### config.mk
export PLATFORM = sky130hd
export DESIGN_NAME = asc_top
export DESIGN_NICKNAME = d
export VERILOG_FILES = /design/src/logic/asc_pkg.sv /design/src/logic/asc_tick.sv /design/src/logic/asc_chan.sv /design/src/logic/asc_top.sv
export SDC_FILE = /design/constraint.sdc
export NUM_CORES = 2
export LEC_CHECK = 0
export ABC_CLOCK_PERIOD_IN_PS = 9800
export BUFFER_PORTS_ARGS = -buffer_cell sky130_fd_sc_hd__buf_2
export CAP_MARGIN = 20
export CORE_MARGIN = 4
export CORE_UTILIZATION = 35
export CTS_CLUSTER_DIAMETER = 80
export DETAILED_ROUTE_END_ITERATION = 10
export GPL_TIMING_DRIVEN = 0
export PLACE_DENSITY = 0.53
export SLEW_MARGIN = 10
export SYNTH_ARGS = -nofsm -noshare
export SYNTH_HDL_FRONTEND = slang
export SYNTH_SLANG_ARGS = --single-unit
### constraint.sdc
create_clock -name clk_sys -period 9.8 [get_ports clk_sys]
set_input_delay 2.94 -clock clk_sys [delete_from_list [all_inputs] [get_ports clk_sys]]
set_output_delay 2.94 -clock clk_sys [all_outputs]
set_load 0.03 [all_outputs]
### src/logic/asc_pkg.sv
// Package: constants and register map for the alarm setpoint comparator
package asc_pkg;
    localparam int ASC_CHANNELS = 8;
    localparam int ASC_VAL_W = 32;
    localparam int ASC_DB_W = 16;
    localparam int ASC_DLY_W = 16;
    localparam int ASC_CLK_HZ = 20_000_000;
    localparam int ASC_TICK_MS = 100;
    localparam int ASC_TICK_CYC = ASC_CLK_HZ / 1000 * ASC_TICK_MS;
    localparam int ASC_CNT_W = 21;
    localparam logic [15:0] ASC_DB_MAX = 16'hD8EF;
    localparam logic [15:0] ASC_DB_RST = 16'h000A;
    localparam logic [15:0] ASC_DLY_RST = 16'h0000;
    localparam logic [31:0] ASC_ZERO = 32'h0000_0000;
    // Global register byte offsets
    localparam logic [11:0] ASC_A_STATUS = 12'h000;
    localparam logic [11:0] ASC_A_MASK = 12'h004;
    localparam logic [11:0] ASC_A_ALARM = 12'h008;
    localparam logic [11:0] ASC_A_ACK = 12'h00C;
    localparam logic [11:0] ASC_A_VALUE = 12'h010;
    // Per-channel blocks: base + 0x20 * channel
    localparam logic [11:0] ASC_A_CH_BASE = 12'h100;
    localparam int ASC_CH_SHIFT = 5;
    localparam logic [2:0] ASC_R_HI = 3'h0;
    localparam logic [2:0] ASC_R_LO = 3'h1;
    localparam logic [2:0] ASC_R_EN = 3'h2;
    localparam logic [2:0] ASC_R_DB = 3'h3;
    localparam logic [2:0] ASC_R_DLY = 3'h4;
    localparam int ASC_EN_HI = 0;
    localparam int ASC_EN_LO = 1;
    localparam logic [1:0] ASC_RESP_OK = 2'h0;
    localparam logic [1:0] ASC_RESP_ERR = 2'h2;
endpackage

### src/logic/asc_tick.sv
// Tenth-second tick generator from the system clock
`timescale 1ns/1ns
module asc_tick
    import asc_pkg::*;
#(
    parameter int TICK_CYC = ASC_TICK_CYC
) (
    // Clock and reset
    input wire logic clk_sys,
    input wire logic reset_n,
    // Tick out
    output logic tick
);
    logic [ASC_CNT_W-1:0] cnt_r;
    wire last = (cnt_r == ASC_CNT_W'(TICK_CYC - 1));

    // Free-running divider
    always_ff @(posedge clk_sys) begin
        if (!reset_n) begin
            cnt_r <= '0;
            tick <= 1'b0;
        end else begin
            cnt_r <= last ? '0 : cnt_r + 1'b1;
            tick <= last;
        end
    end
endmodule // asc_tick

### src/logic/asc_chan.sv
// One alarm channel: compare, deadband, trip delay, annunciator
`timescale 1ns/1ns
module asc_chan
    import asc_pkg::*;
(
    // Clock and reset
    input wire logic clk_sys,
    input wire logic reset_n,
    // Sample and timing
    input wire logic signed [ASC_VAL_W-1:0] value,
    input wire logic sample,
    input wire logic tick,
    input wire logic ack,
    // Configuration
    input wire logic signed [ASC_VAL_W-1:0] hi,
    input wire logic signed [ASC_VAL_W-1:0] lo,
    input wire logic hi_en,
    input wire logic lo_en,
    input wire logic [ASC_DB_W-1:0] db,
    input wire logic [ASC_DLY_W-1:0] dly,
    // Status
    output logic alarm,
    output logic acked,
    output logic cond,
    output logic trip_ev
);
    logic [ASC_DLY_W-1:0] tcnt_r;
    // Widened to avoid overflow on threshold -/+ deadband
    wire signed [ASC_VAL_W:0] v = {value[ASC_VAL_W-1], value};
    wire signed [ASC_VAL_W:0] h = {hi[ASC_VAL_W-1], hi};
    wire signed [ASC_VAL_W:0] l = {lo[ASC_VAL_W-1], lo};
    wire signed [ASC_VAL_W:0] d = {1'b0, {(ASC_VAL_W-ASC_DB_W){1'b0}}, db};
    wire trip_hi = hi_en && (v >= h); // [RULE1] [RULE3]
    wire trip_lo = lo_en && (v <= l); // [RULE2] [RULE3]
    wire hold_hi = hi_en && (v >= h - d); // [RULE6] [RULE7]
    wire hold_lo = lo_en && (v <= l + d); // [RULE6] [RULE8]
    wire overlap = hi_en && lo_en && (h < l);
    // Inside band when overlapped, else either limit
    wire trip = overlap ? (trip_hi && trip_lo) // [RULE4] [RULE5]
                        : (trip_hi || trip_lo);
    wire held = overlap ? (hold_hi && hold_lo) : (hold_hi || hold_lo);
    wire cond_nxt = alarm ? held : trip;
    wire expired = (tcnt_r >= dly);

    // Condition register, updated on each sample
    always_ff @(posedge clk_sys) begin
        if (!reset_n) begin
            cond <= 1'b0;
        end else if (sample) begin
            cond <= cond_nxt; // [RULE15]
        end
    end

    // Trip timer; restarts whenever the condition drops
    always_ff @(posedge clk_sys) begin
        if (!reset_n) begin
            tcnt_r <= '0;
        end else if (!cond) begin
            tcnt_r <= '0; // [RULE11]
        end else if (tick && !expired) begin
            tcnt_r <= tcnt_r + 1'b1; // [RULE9] [RULE15]
        end
    end

    // Alarm and acknowledge state
    always_ff @(posedge clk_sys) begin
        if (!reset_n) begin
            alarm <= 1'b0;
            acked <= 1'b0;
            trip_ev <= 1'b0;
        end else begin
            trip_ev <= cond && expired && !alarm;
            if (!cond) begin
                alarm <= 1'b0;
                acked <= 1'b0;
            end else if (expired) begin
                alarm <= 1'b1; // [RULE10]
                if (alarm && ack) begin
                    acked <= 1'b1; // [RULE13]
                end
            end
        end
    end
endmodule // asc_chan

### src/logic/asc_top.sv
// Top: eight alarm channels with an AXI4-Lite register slave
// What this block does
// RULE1: Alarm when value at or above maximum
// RULE2: Alarm when value at or below minimum
// RULE3: Thresholds default off; off never alarms
// RULE4: Both enabled: alarm outside the band
// RULE5: Maximum below minimum: alarm inside band
// RULE6: Per-channel deadband 0..55535, default 10
// RULE7: Maximum alarm clears below threshold minus deadband
// RULE8: Minimum alarm clears above threshold plus deadband
// RULE9: Per-channel trip delay in tenths, default 0
// RULE10: Alarm only after condition held full delay
// RULE11: Condition loss restarts the delay timer
// RULE12: Annunciator flashes on entering alarm
// RULE13: Acknowledge makes annunciator steady until clear
// RULE14: Eight independent alarm channels
// RULE15: Tenth-second tick; compare on each sample
// RULE16: Source holds signed value stable with strobe
`timescale 1ns/1ns
module asc_top
    import asc_pkg::*;
#(
    parameter int NCH = ASC_CHANNELS,
    parameter int TICK_CYC = ASC_TICK_CYC,
    parameter int FLASH_TICKS = 5
) (
    // Clock and reset
    input wire logic clk_sys,
    input wire logic reset_n,
    // Display value sample
    input wire logic [ASC_VAL_W-1:0] disp_value,
    input wire logic disp_valid,
    // Acknowledge sources
    input wire logic ack_button,
    input wire logic ack_remote,
    // Outputs to relays and lamps
    output logic [NCH-1:0] relay_req,
    output logic [NCH-1:0] lamp_on,
    output logic irq,
    // AXI4-Lite write address
    input wire logic [11:0] s_axi_awaddr,
    input wire logic s_axi_awvalid,
    output logic s_axi_awready,
    // AXI4-Lite write data
    input wire logic [31:0] s_axi_wdata,
    input wire logic [3:0] s_axi_wstrb,
    input wire logic s_axi_wvalid,
    output logic s_axi_wready,
    // AXI4-Lite write response
    output logic [1:0] s_axi_bresp,
    output logic s_axi_bvalid,
    input wire logic s_axi_bready,
    // AXI4-Lite read address
    input wire logic [11:0] s_axi_araddr,
    input wire logic s_axi_arvalid,
    output logic s_axi_arready,
    // AXI4-Lite read data
    output logic [31:0] s_axi_rdata,
    output logic [1:0] s_axi_rresp,
    output logic s_axi_rvalid,
    input wire logic s_axi_rready
);
    // Byte-lane merge of a write into an old word
    function automatic logic [31:0] merge(input logic [31:0] old,
                                          input logic [31:0] nw,
                                          input logic [3:0] st);
        logic [31:0] r;
        r = old;
        for (int b = 0; b < 4; b++) begin
            if (st[b]) begin
                r[b*8 +: 8] = nw[b*8 +: 8];
            end
        end
        return r;
    endfunction

    // Decode a byte address into a valid flag and register
    function automatic logic [4:0] chdec(input logic [11:0] a);
        logic [11:0] off;
        logic ok;
        off = a - ASC_A_CH_BASE;
        ok = (a >= ASC_A_CH_BASE) && (off[11:ASC_CH_SHIFT] < 12'(NCH))
             && (off[4:2] <= ASC_R_DLY) && (off[1:0] == 2'h0);
        return {ok, off[4:2], 1'b0} | {4'h0, 1'b0};
    endfunction

    // Configuration storage
    logic signed [ASC_VAL_W-1:0] hi_r [NCH];
    logic signed [ASC_VAL_W-1:0] lo_r [NCH];
    logic [1:0] en_r [NCH];
    logic [ASC_DB_W-1:0] db_r [NCH];
    logic [ASC_DLY_W-1:0] dly_r [NCH];
    logic [NCH-1:0] status_r, mask_r;
    logic [ASC_VAL_W-1:0] value_r;
    logic [NCH-1:0] alarm, acked, cond, trip_ev;
    logic tick;
    logic [7:0] fcnt_r;
    logic flash_r;

    // Write channel latches: address and data in either order
    logic aw_full_r, w_full_r;
    logic [11:0] aw_r;
    logic [31:0] wd_r;
    logic [3:0] ws_r;
    wire do_wr = aw_full_r && w_full_r && !s_axi_bvalid;
    wire [4:0] wdec = chdec(aw_r);
    wire [11:0] woff = aw_r - ASC_A_CH_BASE;
    wire [2:0] wch = woff[ASC_CH_SHIFT+2:ASC_CH_SHIFT];
    wire wch_ok = wdec[4];
    wire [2:0] wreg = wdec[3:1];
    wire wr_glob = (aw_r == ASC_A_STATUS) || (aw_r == ASC_A_MASK)
                   || (aw_r == ASC_A_ALARM) || (aw_r == ASC_A_ACK)
                   || (aw_r == ASC_A_VALUE);
    wire wr_ack = do_wr && (aw_r == ASC_A_ACK) && ws_r[0] && wd_r[0];
    wire [NCH-1:0] w1c = (do_wr && aw_r == ASC_A_STATUS) ?
                         (wd_r[NCH-1:0] & {NCH{ws_r[0]}}) : '0;
    wire ack_any = ack_button || ack_remote || wr_ack;

    // AXI write handshake
    always_ff @(posedge clk_sys) begin
        if (!reset_n) begin
            aw_full_r <= 1'b0;
            w_full_r <= 1'b0;
            aw_r <= '0;
            wd_r <= '0;
            ws_r <= '0;
            s_axi_bvalid <= 1'b0;
            s_axi_bresp <= ASC_RESP_OK;
            s_axi_awready <= 1'b1;
            s_axi_wready <= 1'b1;
        end else begin
            if (s_axi_awvalid && s_axi_awready) begin
                aw_full_r <= 1'b1;
                s_axi_awready <= 1'b0;
                aw_r <= s_axi_awaddr;
            end
            if (s_axi_wvalid && s_axi_wready) begin
                w_full_r <= 1'b1;
                s_axi_wready <= 1'b0;
                wd_r <= s_axi_wdata;
                ws_r <= s_axi_wstrb;
            end
            if (do_wr) begin
                aw_full_r <= 1'b0;
                w_full_r <= 1'b0;
                s_axi_bvalid <= 1'b1;
                s_axi_bresp <= (wr_glob || wch_ok) ? ASC_RESP_OK
                                                   : ASC_RESP_ERR;
            end else if (s_axi_bvalid && s_axi_bready) begin
                s_axi_bvalid <= 1'b0;
                s_axi_awready <= 1'b1; // Next write only after response
                s_axi_wready <= 1'b1;
            end
        end
    end

    // Byte-lane merged words for the addressed registers
    wire [31:0] mask_m = merge(32'(mask_r), wd_r, ws_r);
    wire [31:0] en_m = merge(32'(en_r[wch]), wd_r, ws_r);
    wire [31:0] db_m = merge(32'(db_r[wch]), wd_r, ws_r);
    wire [31:0] dly_m = merge(32'(dly_r[wch]), wd_r, ws_r);

    // Channel configuration writes; thresholds reset to off
    always_ff @(posedge clk_sys) begin
        if (!reset_n) begin
            for (int i = 0; i < NCH; i++) begin
                hi_r[i] <= '0;
                lo_r[i] <= '0;
                en_r[i] <= 2'b00; // [RULE3]
                db_r[i] <= ASC_DB_RST; // [RULE6]
                dly_r[i] <= ASC_DLY_RST; // [RULE9]
            end
            mask_r <= '0;
        end else if (do_wr) begin
            if (aw_r == ASC_A_MASK) begin
                mask_r <= mask_m[NCH-1:0];
            end
            if (wch_ok) begin
                unique case (wreg)
                    ASC_R_HI: hi_r[wch] <= merge(hi_r[wch], wd_r, ws_r);
                    ASC_R_LO: lo_r[wch] <= merge(lo_r[wch], wd_r, ws_r);
                    ASC_R_EN: en_r[wch] <= en_m[1:0];
                    ASC_R_DB: begin
                        // Clamp deadband to its legal ceiling
                        db_r[wch] <= (db_m > 32'(ASC_DB_MAX)) ? ASC_DB_MAX
                                     : db_m[ASC_DB_W-1:0]; // [RULE6]
                    end
                    ASC_R_DLY: dly_r[wch] <= dly_m[ASC_DLY_W-1:0];
                    default: ;
                endcase
            end
        end
    end

    // Read path: one-cycle registered answer
    logic [31:0] rd_nxt;
    wire [4:0] rdec = chdec(s_axi_araddr);
    wire [11:0] roff = s_axi_araddr - ASC_A_CH_BASE;
    wire [2:0] rch = roff[ASC_CH_SHIFT+2:ASC_CH_SHIFT];
    wire rd_glob = (s_axi_araddr == ASC_A_STATUS)
                   || (s_axi_araddr == ASC_A_MASK)
                   || (s_axi_araddr == ASC_A_ALARM)
                   || (s_axi_araddr == ASC_A_ACK)
                   || (s_axi_araddr == ASC_A_VALUE);
    always_comb begin
        rd_nxt = ASC_ZERO;
        if (s_axi_araddr == ASC_A_STATUS) rd_nxt = 32'(status_r);
        if (s_axi_araddr == ASC_A_MASK) rd_nxt = 32'(mask_r);
        if (s_axi_araddr == ASC_A_ALARM) rd_nxt = {16'h0000,
            8'(acked), 8'(alarm)};
        if (s_axi_araddr == ASC_A_VALUE) rd_nxt = value_r;
        if (rdec[4]) begin
            unique case (rdec[3:1])
                ASC_R_HI: rd_nxt = hi_r[rch];
                ASC_R_LO: rd_nxt = lo_r[rch];
                ASC_R_EN: rd_nxt = 32'(en_r[rch]);
                ASC_R_DB: rd_nxt = 32'(db_r[rch]);
                ASC_R_DLY: rd_nxt = 32'(dly_r[rch]);
                default: rd_nxt = ASC_ZERO;
            endcase
        end
    end
    always_ff @(posedge clk_sys) begin
        if (!reset_n) begin
            s_axi_rvalid <= 1'b0;
            s_axi_rdata <= '0;
            s_axi_rresp <= ASC_RESP_OK;
            s_axi_arready <= 1'b1;
        end else if (s_axi_arvalid && s_axi_arready) begin
            s_axi_rvalid <= 1'b1;
            s_axi_arready <= 1'b0;
            s_axi_rdata <= rd_nxt;
            s_axi_rresp <= (rd_glob || rdec[4]) ? ASC_RESP_OK
                                                : ASC_RESP_ERR;
        end else if (s_axi_rvalid && s_axi_rready) begin
            s_axi_rvalid <= 1'b0;
            s_axi_arready <= 1'b1;
        end
    end

    // Latest sample, kept for software readback
    always_ff @(posedge clk_sys) begin
        if (!reset_n) begin
            value_r <= '0;
        end else if (disp_valid) begin
            value_r <= disp_value; // [RULE16]
        end
    end

    asc_tick #(.TICK_CYC(TICK_CYC)) u_tick (
        .clk_sys(clk_sys),
        .reset_n(reset_n),
        .tick(tick)
    );

    // Independent channels
    for (genvar c = 0; c < NCH; c++) begin : g_ch // [RULE14]
        asc_chan u_ch (
            .clk_sys(clk_sys),
            .reset_n(reset_n),
            .value(disp_value),
            .sample(disp_valid),
            .tick(tick),
            .ack(ack_any),
            .hi(hi_r[c]),
            .lo(lo_r[c]),
            .hi_en(en_r[c][ASC_EN_HI]),
            .lo_en(en_r[c][ASC_EN_LO]),
            .db(db_r[c]),
            .dly(dly_r[c]),
            .alarm(alarm[c]),
            .acked(acked[c]),
            .cond(cond[c]),
            .trip_ev(trip_ev[c])
        );
    end

    // Flash phase; a shared blinker keeps lamps in step
    always_ff @(posedge clk_sys) begin
        if (!reset_n) begin
            fcnt_r <= '0;
            flash_r <= 1'b0;
        end else if (tick) begin
            fcnt_r <= (fcnt_r == 8'(FLASH_TICKS - 1)) ? '0 : fcnt_r + 1'b1;
            if (fcnt_r == 8'(FLASH_TICKS - 1)) begin
                flash_r <= !flash_r;
            end
        end
    end

    // Outputs, interrupt status; set wins over clear
    always_ff @(posedge clk_sys) begin
        if (!reset_n) begin
            relay_req <= '0;
            lamp_on <= '0;
            status_r <= '0;
            irq <= 1'b0;
        end else begin
            relay_req <= alarm; // [RULE10]
            lamp_on <= alarm & (acked | {NCH{flash_r}}); // [RULE12] [RULE13]
            status_r <= (status_r & ~w1c) | trip_ev;
            irq <= |(((status_r & ~w1c) | trip_ev) & mask_r);
        end
    end
endmodule // asc_top

---- Yosys cells after proc, flatten, opt, wreduce, memory -nomap -nowiden ----
Memories as Yosys holds them, arrays and structs flattened.
Index checks and enable logic that the tools add are counted.
word-level totals
  flip-flop bits (word level) ............. 347
  memory bits (writable) .................. 784
  bits of input ports ..................... 102
  logic and storage cells ................. 527
  memories ................................ 5
operators by class
  $add $sub $neg .......................... 28
  $lt $le $gt $ge ......................... 55
  equal/unequal tests ..................... 29
  muxes and demuxes ....................... 135
  bitwise gates (word level) .............. 8
  reductions and logical operators ........ 204
memory list
  name   words  bits a word  read ports  clocked after Yosys merged registers in  wr ports  RTL line       RTL
  hi_r   8      32           9           0                                        8         asc_top.sv:88  logic signed [ASC_VAL_W-1:0] hi_r [NCH];
  lo_r   8      32           9           0                                        8         asc_top.sv:89  logic signed [ASC_VAL_W-1:0] lo_r [NCH];
  db_r   8      16           10          0                                        8         asc_top.sv:91  logic [ASC_DB_W-1:0] db_r [NCH];
  dly_r  8      16           9           0                                        8         asc_top.sv:92  logic [ASC_DLY_W-1:0] dly_r [NCH];
  en_r   8      2            9           0                                        8         asc_top.sv:90  logic [1:0] en_r [NCH];
operators by type and width
  kind                                                   number
  2-to-1 mux 8 bit                                       49
  adder 32 x 17 -> 33 bit                                8
  >= comparator 32 x 33 -> 1 bit                         8
  less-or-equal comparator 32 x 33 -> 1 bit              8
  subtractor 32 x 17 -> 33 bit                           8
  >= comparator 32 bit                                   8
  less-or-equal comparator 32 bit                        8
  < comparator 32 bit                                    8
  2-to-1 mux 32 bit                                      6
  one-hot mux 32 bit (5 select lines)                    1
  adder 16 x 1 -> 16 bit (second input constant)         8
  >= comparator 16 bit                                   8
  logical AND 1 bit                                      113
  2-to-1 mux 1 bit                                       64
  OR reduction 32 bit                                    2
  AND reduction 2 bit                                    28
  == test 12 x 4 -> 1 bit (second input constant)        4
  2-to-1 mux 16 bit                                      3
  inequality test 5 bit (second input constant)          8
  bitwise AND 8 bit                                      4
  > comparator 32 x 16 -> 1 bit (second input constant)  1
  OR reduction 16 bit                                    2
  logical OR 1 bit                                       28
  == test 12 x 3 -> 1 bit (second input constant)        2
  other kinds (27)                                       72

---- Logic depth before layout (Yosys ltp) ----
  depth after elaboration ................. 12
  gate-level depth with buffers ........... 25

---- By module ----
Synthesis repeated with hierarchy kept, for this count alone.
unflattened totals
  cells, all modules ...................... 10680
  area total of the unflattened synthesis .. 100129.8 µm²
by module, submodules not included
  module                        times used  cells each  area an instance (µm²)  sequential area each (µm²)
  asc_top                       1           3271        43736.9                 26805.7
  asc_chan at g_ch[1].u_ch ...  5           904         6866.6                  400.4
  asc_chan at g_ch[0].u_ch ...  2           926         6984.2                  400.4
  asc_chan at g_ch[4].u_ch      1           925         7099.3                  400.4
  asc_tick                      1           112         992.2                   440.4

---- Worst setup path before layout ----
OpenSTA, ideal clock, no wires.
  path kind ............................... in2reg
  start ................................... input port disp_value[0]
  end ..................................... register g_ch[0].u_ch.cond
  setup time .............................. 0.079 ns
  arrival time ............................ 5.445 ns
  path slack .............................. 4.276 ns
  cell stages on the path ................. 12
  path through ............................ inv_1 ha_1 nor2b_1 o211ai_1 a2111oi_0 or4b_2 a21oi_1 xnor2_1 a21oi_1 nor3b_1 o2111ai_1 o211ai_1
between the ends
  word-level cells in the longest chain between the ends .. 5
  elaborated cells on any way between the ends .. 15
  those cells by class .................... order compare (4); mux (3); reduce/logical (8)
RTL lines
  what                                                    RTL line                        RTL
  from (decl)                                             asc_top.sv:31                   input wire logic [ASC_VAL_W-1:0] disp_value,
  >= comparator 32 x 33 -> 1 bit (tied with other cells)  asc_chan.sv:35                  wire hold_hi = hi_en && (v >= h - d);
  logical AND 1 bit (on tied branches)                    -
  logical OR 1 bit (tied with other cells)                asc_chan.sv:41                  wire held = overlap ? (hold_hi && hold_lo) : (hold_hi || hold_lo);
  2-to-1 mux 1 bit (on tied branches)                     asc_chan.sv:41, asc_chan.sv:39
  2-to-1 mux 1 bit *                                      asc_chan.sv:42                  wire cond_nxt = alarm ? held : trip;
  to (signal assigned)                                    asc_chan.sv:50                  cond <= cond_nxt;
  to (decl)                                               asc_chan.sv:24                  output logic cond,
Mark *: on every way between the ends. The rest lies on a longest branch, timed or not.
A chain may end at the register's enable or synchronous reset.

==> run_results.csv <==
group,metric,value,unit
floorplan,row_count,195,
drt,avgRoutedWirePerCell,33.6,um
sta,hold_viol,0,
worst_setup_path,reg2reg_slack,2.13,ns
worst_setup_path,worst_path_dominant_cell_family,"compound AO/OA/AOI/OAI gates",
cts,cts_setup_buffers,0,
drt,drc,0,
finish,instances_no_fill,15000,
flow_run,cap_violations,0,
synth,yosysTopAreaCellShare,0.237,
drt,totalWireLength,502,mm
sta,max_freq,0.130,GHz
synth,synth-simple-area-share,0.176,
worst_setup_path,arrival,8.38,ns
synth,synthFlopType,"edfxtp_1",
min_path,min_to,"aw_r[0]$_SDFFE_PN0P_",
worst_setup_path,rr_startpoint,"db_r[1][5]$_SDFFCE_PN0P_",
worst_setup_path,cp_max_fo,4,
worst_setup_path,end_kind,"flop",
floorplan,io_pins,160,
pwr,sw_frac_of_total,0.326,
global_routing,grt.overflow.total,0,
synth,synth_compound_area_frac,0.142,
synth,syn_area_per_cell,9.35,um^2
sta,rsz0062_at_grt,"false",
synth,yosysSeqAreaShare,0.306,
synth,synthArstFlopShare,0,
worst_setup_path,crit_chain,"inv_1 > ha_1 > or3_1 > o21ai_0 > o21ai_1 > a311o_1 > a31oi_1 > and2_1 > nand2_1 > nor3_1 > xnor2_1 > ha_1 > nand3_1 > nor4_1 > nor3_1 > o21ai_1 > nand4_1 > nand3_1 > a311o_1 > a21oi_1 > a221o_1 > o22ai_1",
cts,root_buffer,"clkbuf_16",
worst_setup_path,slowest_stage,"o21ai_0",
pwr,seqPwrFrac,0.389,
worst_setup_path,cpPeakStageDelay,0.87,ns
pwr,power.switching,0.00466,W
pwr,internal_power,0.00961,W
status,status,"complete, no violations",
worst_setup_path,worst-path-buf-inv,1,
worst_setup_path,crit_path_start_kind,"flop",
synth,yosysWarnings,0,
cts,cts_tree,"yes",
drt,via_per_inst,6.02,
cts,cts_max_level,4,
min_path,worstHoldPathType,"flop to flop",
pwr,p_leak,46.9,nW
synth,synth.area.mux_share,0.0664,
synth,yosysUniqueCellTypes,99,
worst_setup_path,r2r_cells,22,
min_path,worstHoldStart,"aw_r[0]$_SDFFE_PN0P_",
finish,drive_gt1_frac,0.0795,
finish,fin_util,0.395,
floorplan,die-width,541,um
synth,synthMostInstantiatedCell,"ha_1",
synth,ys_top_cells_by_count,"ha_1, inv_1, nor2_1, edfxtp_1, a21oi_1",
global_routing,grt_max_degree,34,
placement,dp.cells,14600,
synth,synth_area_leaders,"edfxtp_1, ha_1, dfxtp_1",
sta,finalWorstSetupSlack,2.13,ns
sta,min_period_over_period,0.783,
global_routing,first_global_vias,84900,
worst_setup_path,timing.rr.end,"g_ch[1].u_ch.cond$_SDFFE_PN0P_",
sta,fin_crit,7.67,ns
sta,fin_skew,0.0660,ns
global_routing,grt_pass1_wl,681,mm
sta,finalSetupViolations,0,
synth,synth_xor_area_frac,0.0477,
placement,pre_cts_ws,2.00,ns
drt,drt-initial-drc-count,10900,
drt,vias,90000,
synth,synthCells,10600,
placement,place.gp.congestion,1.03,
sta,setup_tns,0,ns
pwr,combPwrFrac,0.218,
cts,clockBufferDepth,4,
global_routing,antenna_found_initial,59,
drt,drtAntennaViolNets,0,
finish,syn_to_final_growth,12.1,%
cts,hold_buffers,0,
synth,synth_top_family_by_area,"adder cells",
min_path,min_path_cells,2,
pwr,p_clk_frac,0.393,
sta,tightest_slew,1.38,ns
drt,dr.pass1.iters,6,
cts,cts_buffers,149,
floorplan,coreArea,283000,um^2
floorplan,die_h,541,um
worst_setup_path,crit_required,10.50,ns
synth,yosysTopAreaCell,"edfxtp_1",
cts,cts.sinks,1129,
pwr,ir_worst_vdd,0.118,mV
synth,synth-adder-area-share,0.215,
finish,fillers,28200,
floorplan,die-area,293000,um^2
synth,ys_seq_elements,1129,
sta,slew_viol_final,0,
placement,hpwl,411,mm
global_routing,grt_usage,0.331,
floorplan,start_util,0.352,
cts,insertion_delay,0.85,ns
synth,synth_edf_count,784,
cts,cts_resized,0,
finish,fin_nets,12900,
synth,netlist_area,99500,um^2
sta,slew_headroom,0.0653,
worst_setup_path,crit_type,"flop to flop",
pwr,p_per_area,128,nW/um^2
placement,io_buffers,153,
cts,cts.clk_slew.worst_paths,0.06,ns
-- power groups by stage --
stage                     clock network, W  logic [W]  registers (W)
after global placement                   0    0.00286        0.00564
after global routing               0.00584    0.00335        0.00554
after floorplan                          0    0.00178        0.00545
final                              0.00561    0.00311        0.00555
after CTS                          0.00564    0.00302        0.00554
after detailed placement                 0    0.00300        0.00564
-- how the worst max path moves through the flow --
stage	cells after the start	slack, ns	from	to
final	22	2.13	db_r[1][5]$_SDFFCE_PN0P_	g_ch[1].u_ch.cond$_SDFFE_PN0P_
after global routing	22	1.93	db_r[1][6]$_SDFFCE_PN0P_	g_ch[1].u_ch.cond$_SDFFE_PN0P_
after CTS	23	1.95	db_r[1][6]$_SDFFCE_PN0P_	g_ch[1].u_ch.cond$_SDFFE_PN0P_
after detailed placement	23	2.00	db_r[1][6]$_SDFFCE_PN0P_	g_ch[1].u_ch.cond$_SDFFE_PN0P_
after global placement	9	0.23	disp_value[0]	g_ch[0].u_ch.cond$_SDFFE_PN0P_
after floorplan	12	4.28	disp_value[0]	g_ch[0].u_ch.cond$_SDFFE_PN0P_
-- layout make-up --
| cell class | count | area [um^2] | share of cell area |
|---|---|---|---|
| timing repair buffer | 279 | 2300 | 0.0206 |
| clock buffer | 181 | 4010 | 0.0359 |
| clock inverter | 79 | 821 | 0.00736 |
| multi-input combinational | 8287 | 64500 | 0.578 |
| buffer | 292 | 1220 | 0.0110 |
| sequential | 1129 | 30400 | 0.273 |
| antenna | 27 | 67.6 | 0.000606 |
| tap | 3743 | 4680 | 0.0420 |
| inverter | 940 | 3530 | 0.0316 |
-- through the flow --
stage	area (um^2)	total power [W]	hold slack (ns)
floorplan	99500	0.00723	0.424
global placement	105000	0.00850	0.443
detailed placement	106000	0.00864	0.449
CTS	111000	0.0142	0.457
global route	112000	0.0147	0.486
finish	112000	0.0143	0.457
-- registers in the layout, summed over array words and instances (netlist names), 4 cells and up --
signal and count:
hi_r 256, lo_r 256, db_r 128, dly_r 128, g_ch.u_ch.tcnt_r 128, s_axi_rdata 32, value_r 32, wd_r 32
u_tick.cnt_r 21, en_r 16, aw_r 12, fcnt_r 8, g_ch.u_ch.acked 8, g_ch.u_ch.alarm 8, g_ch.u_ch.cond 8, g_ch.u_ch.trip_ev 8
lamp_on 8, mask_r 8, relay_req 8, status_r 8, ws_r 4
-- cells by family after synthesis --
logic type                 after synthesis
DFF                                   1129
buffers and inverters                 1232
muxes                                  401
AOI/OAI and AO/OA                     2226
xor gates and xnor gates               542
and+or+nand+nor                       3415
adders and majority gates             1701
other                                    1
-- cells in the final DEF, fill, tap and decap left out, types with 195 or more instances in the layout --
| cell type | instances |
|---|---|
| nand2_1 | 596 |
| nor2_1 | 792 |
| xnor2_1 | 382 |
| mux4_2 | 206 |
| inv_1 | 938 |
| dfxtp_1 | 345 |
| nand3_1 | 242 |
| buf_2 | 202 |
| nand4_1 | 297 |
| a21oi_1 | 703 |
| and2_1 | 672 |
| edfxtp_1 | 784 |
| a21o_1 | 299 |
| o21ai_0 | 436 |
| ha_1 | 1683 |
| nor3_1 | 195 |
-- layer usage --
metal,wire length (um),track usage,vias up
met1,203000,0.429,44100
met2,209000,0.492,4807
li1,-,-,40000
met4,41400,0.222,18
met3,48700,0.0751,1068
met5,123,0,-
-- tightest hold or removal path: stages (launching register included) --
cell and delay [ns]:
dfxtp_1 0.31, nand2_1 0.05, a21oi_1 0.05
Note: power is estimated with default switching activity, not from simulation.
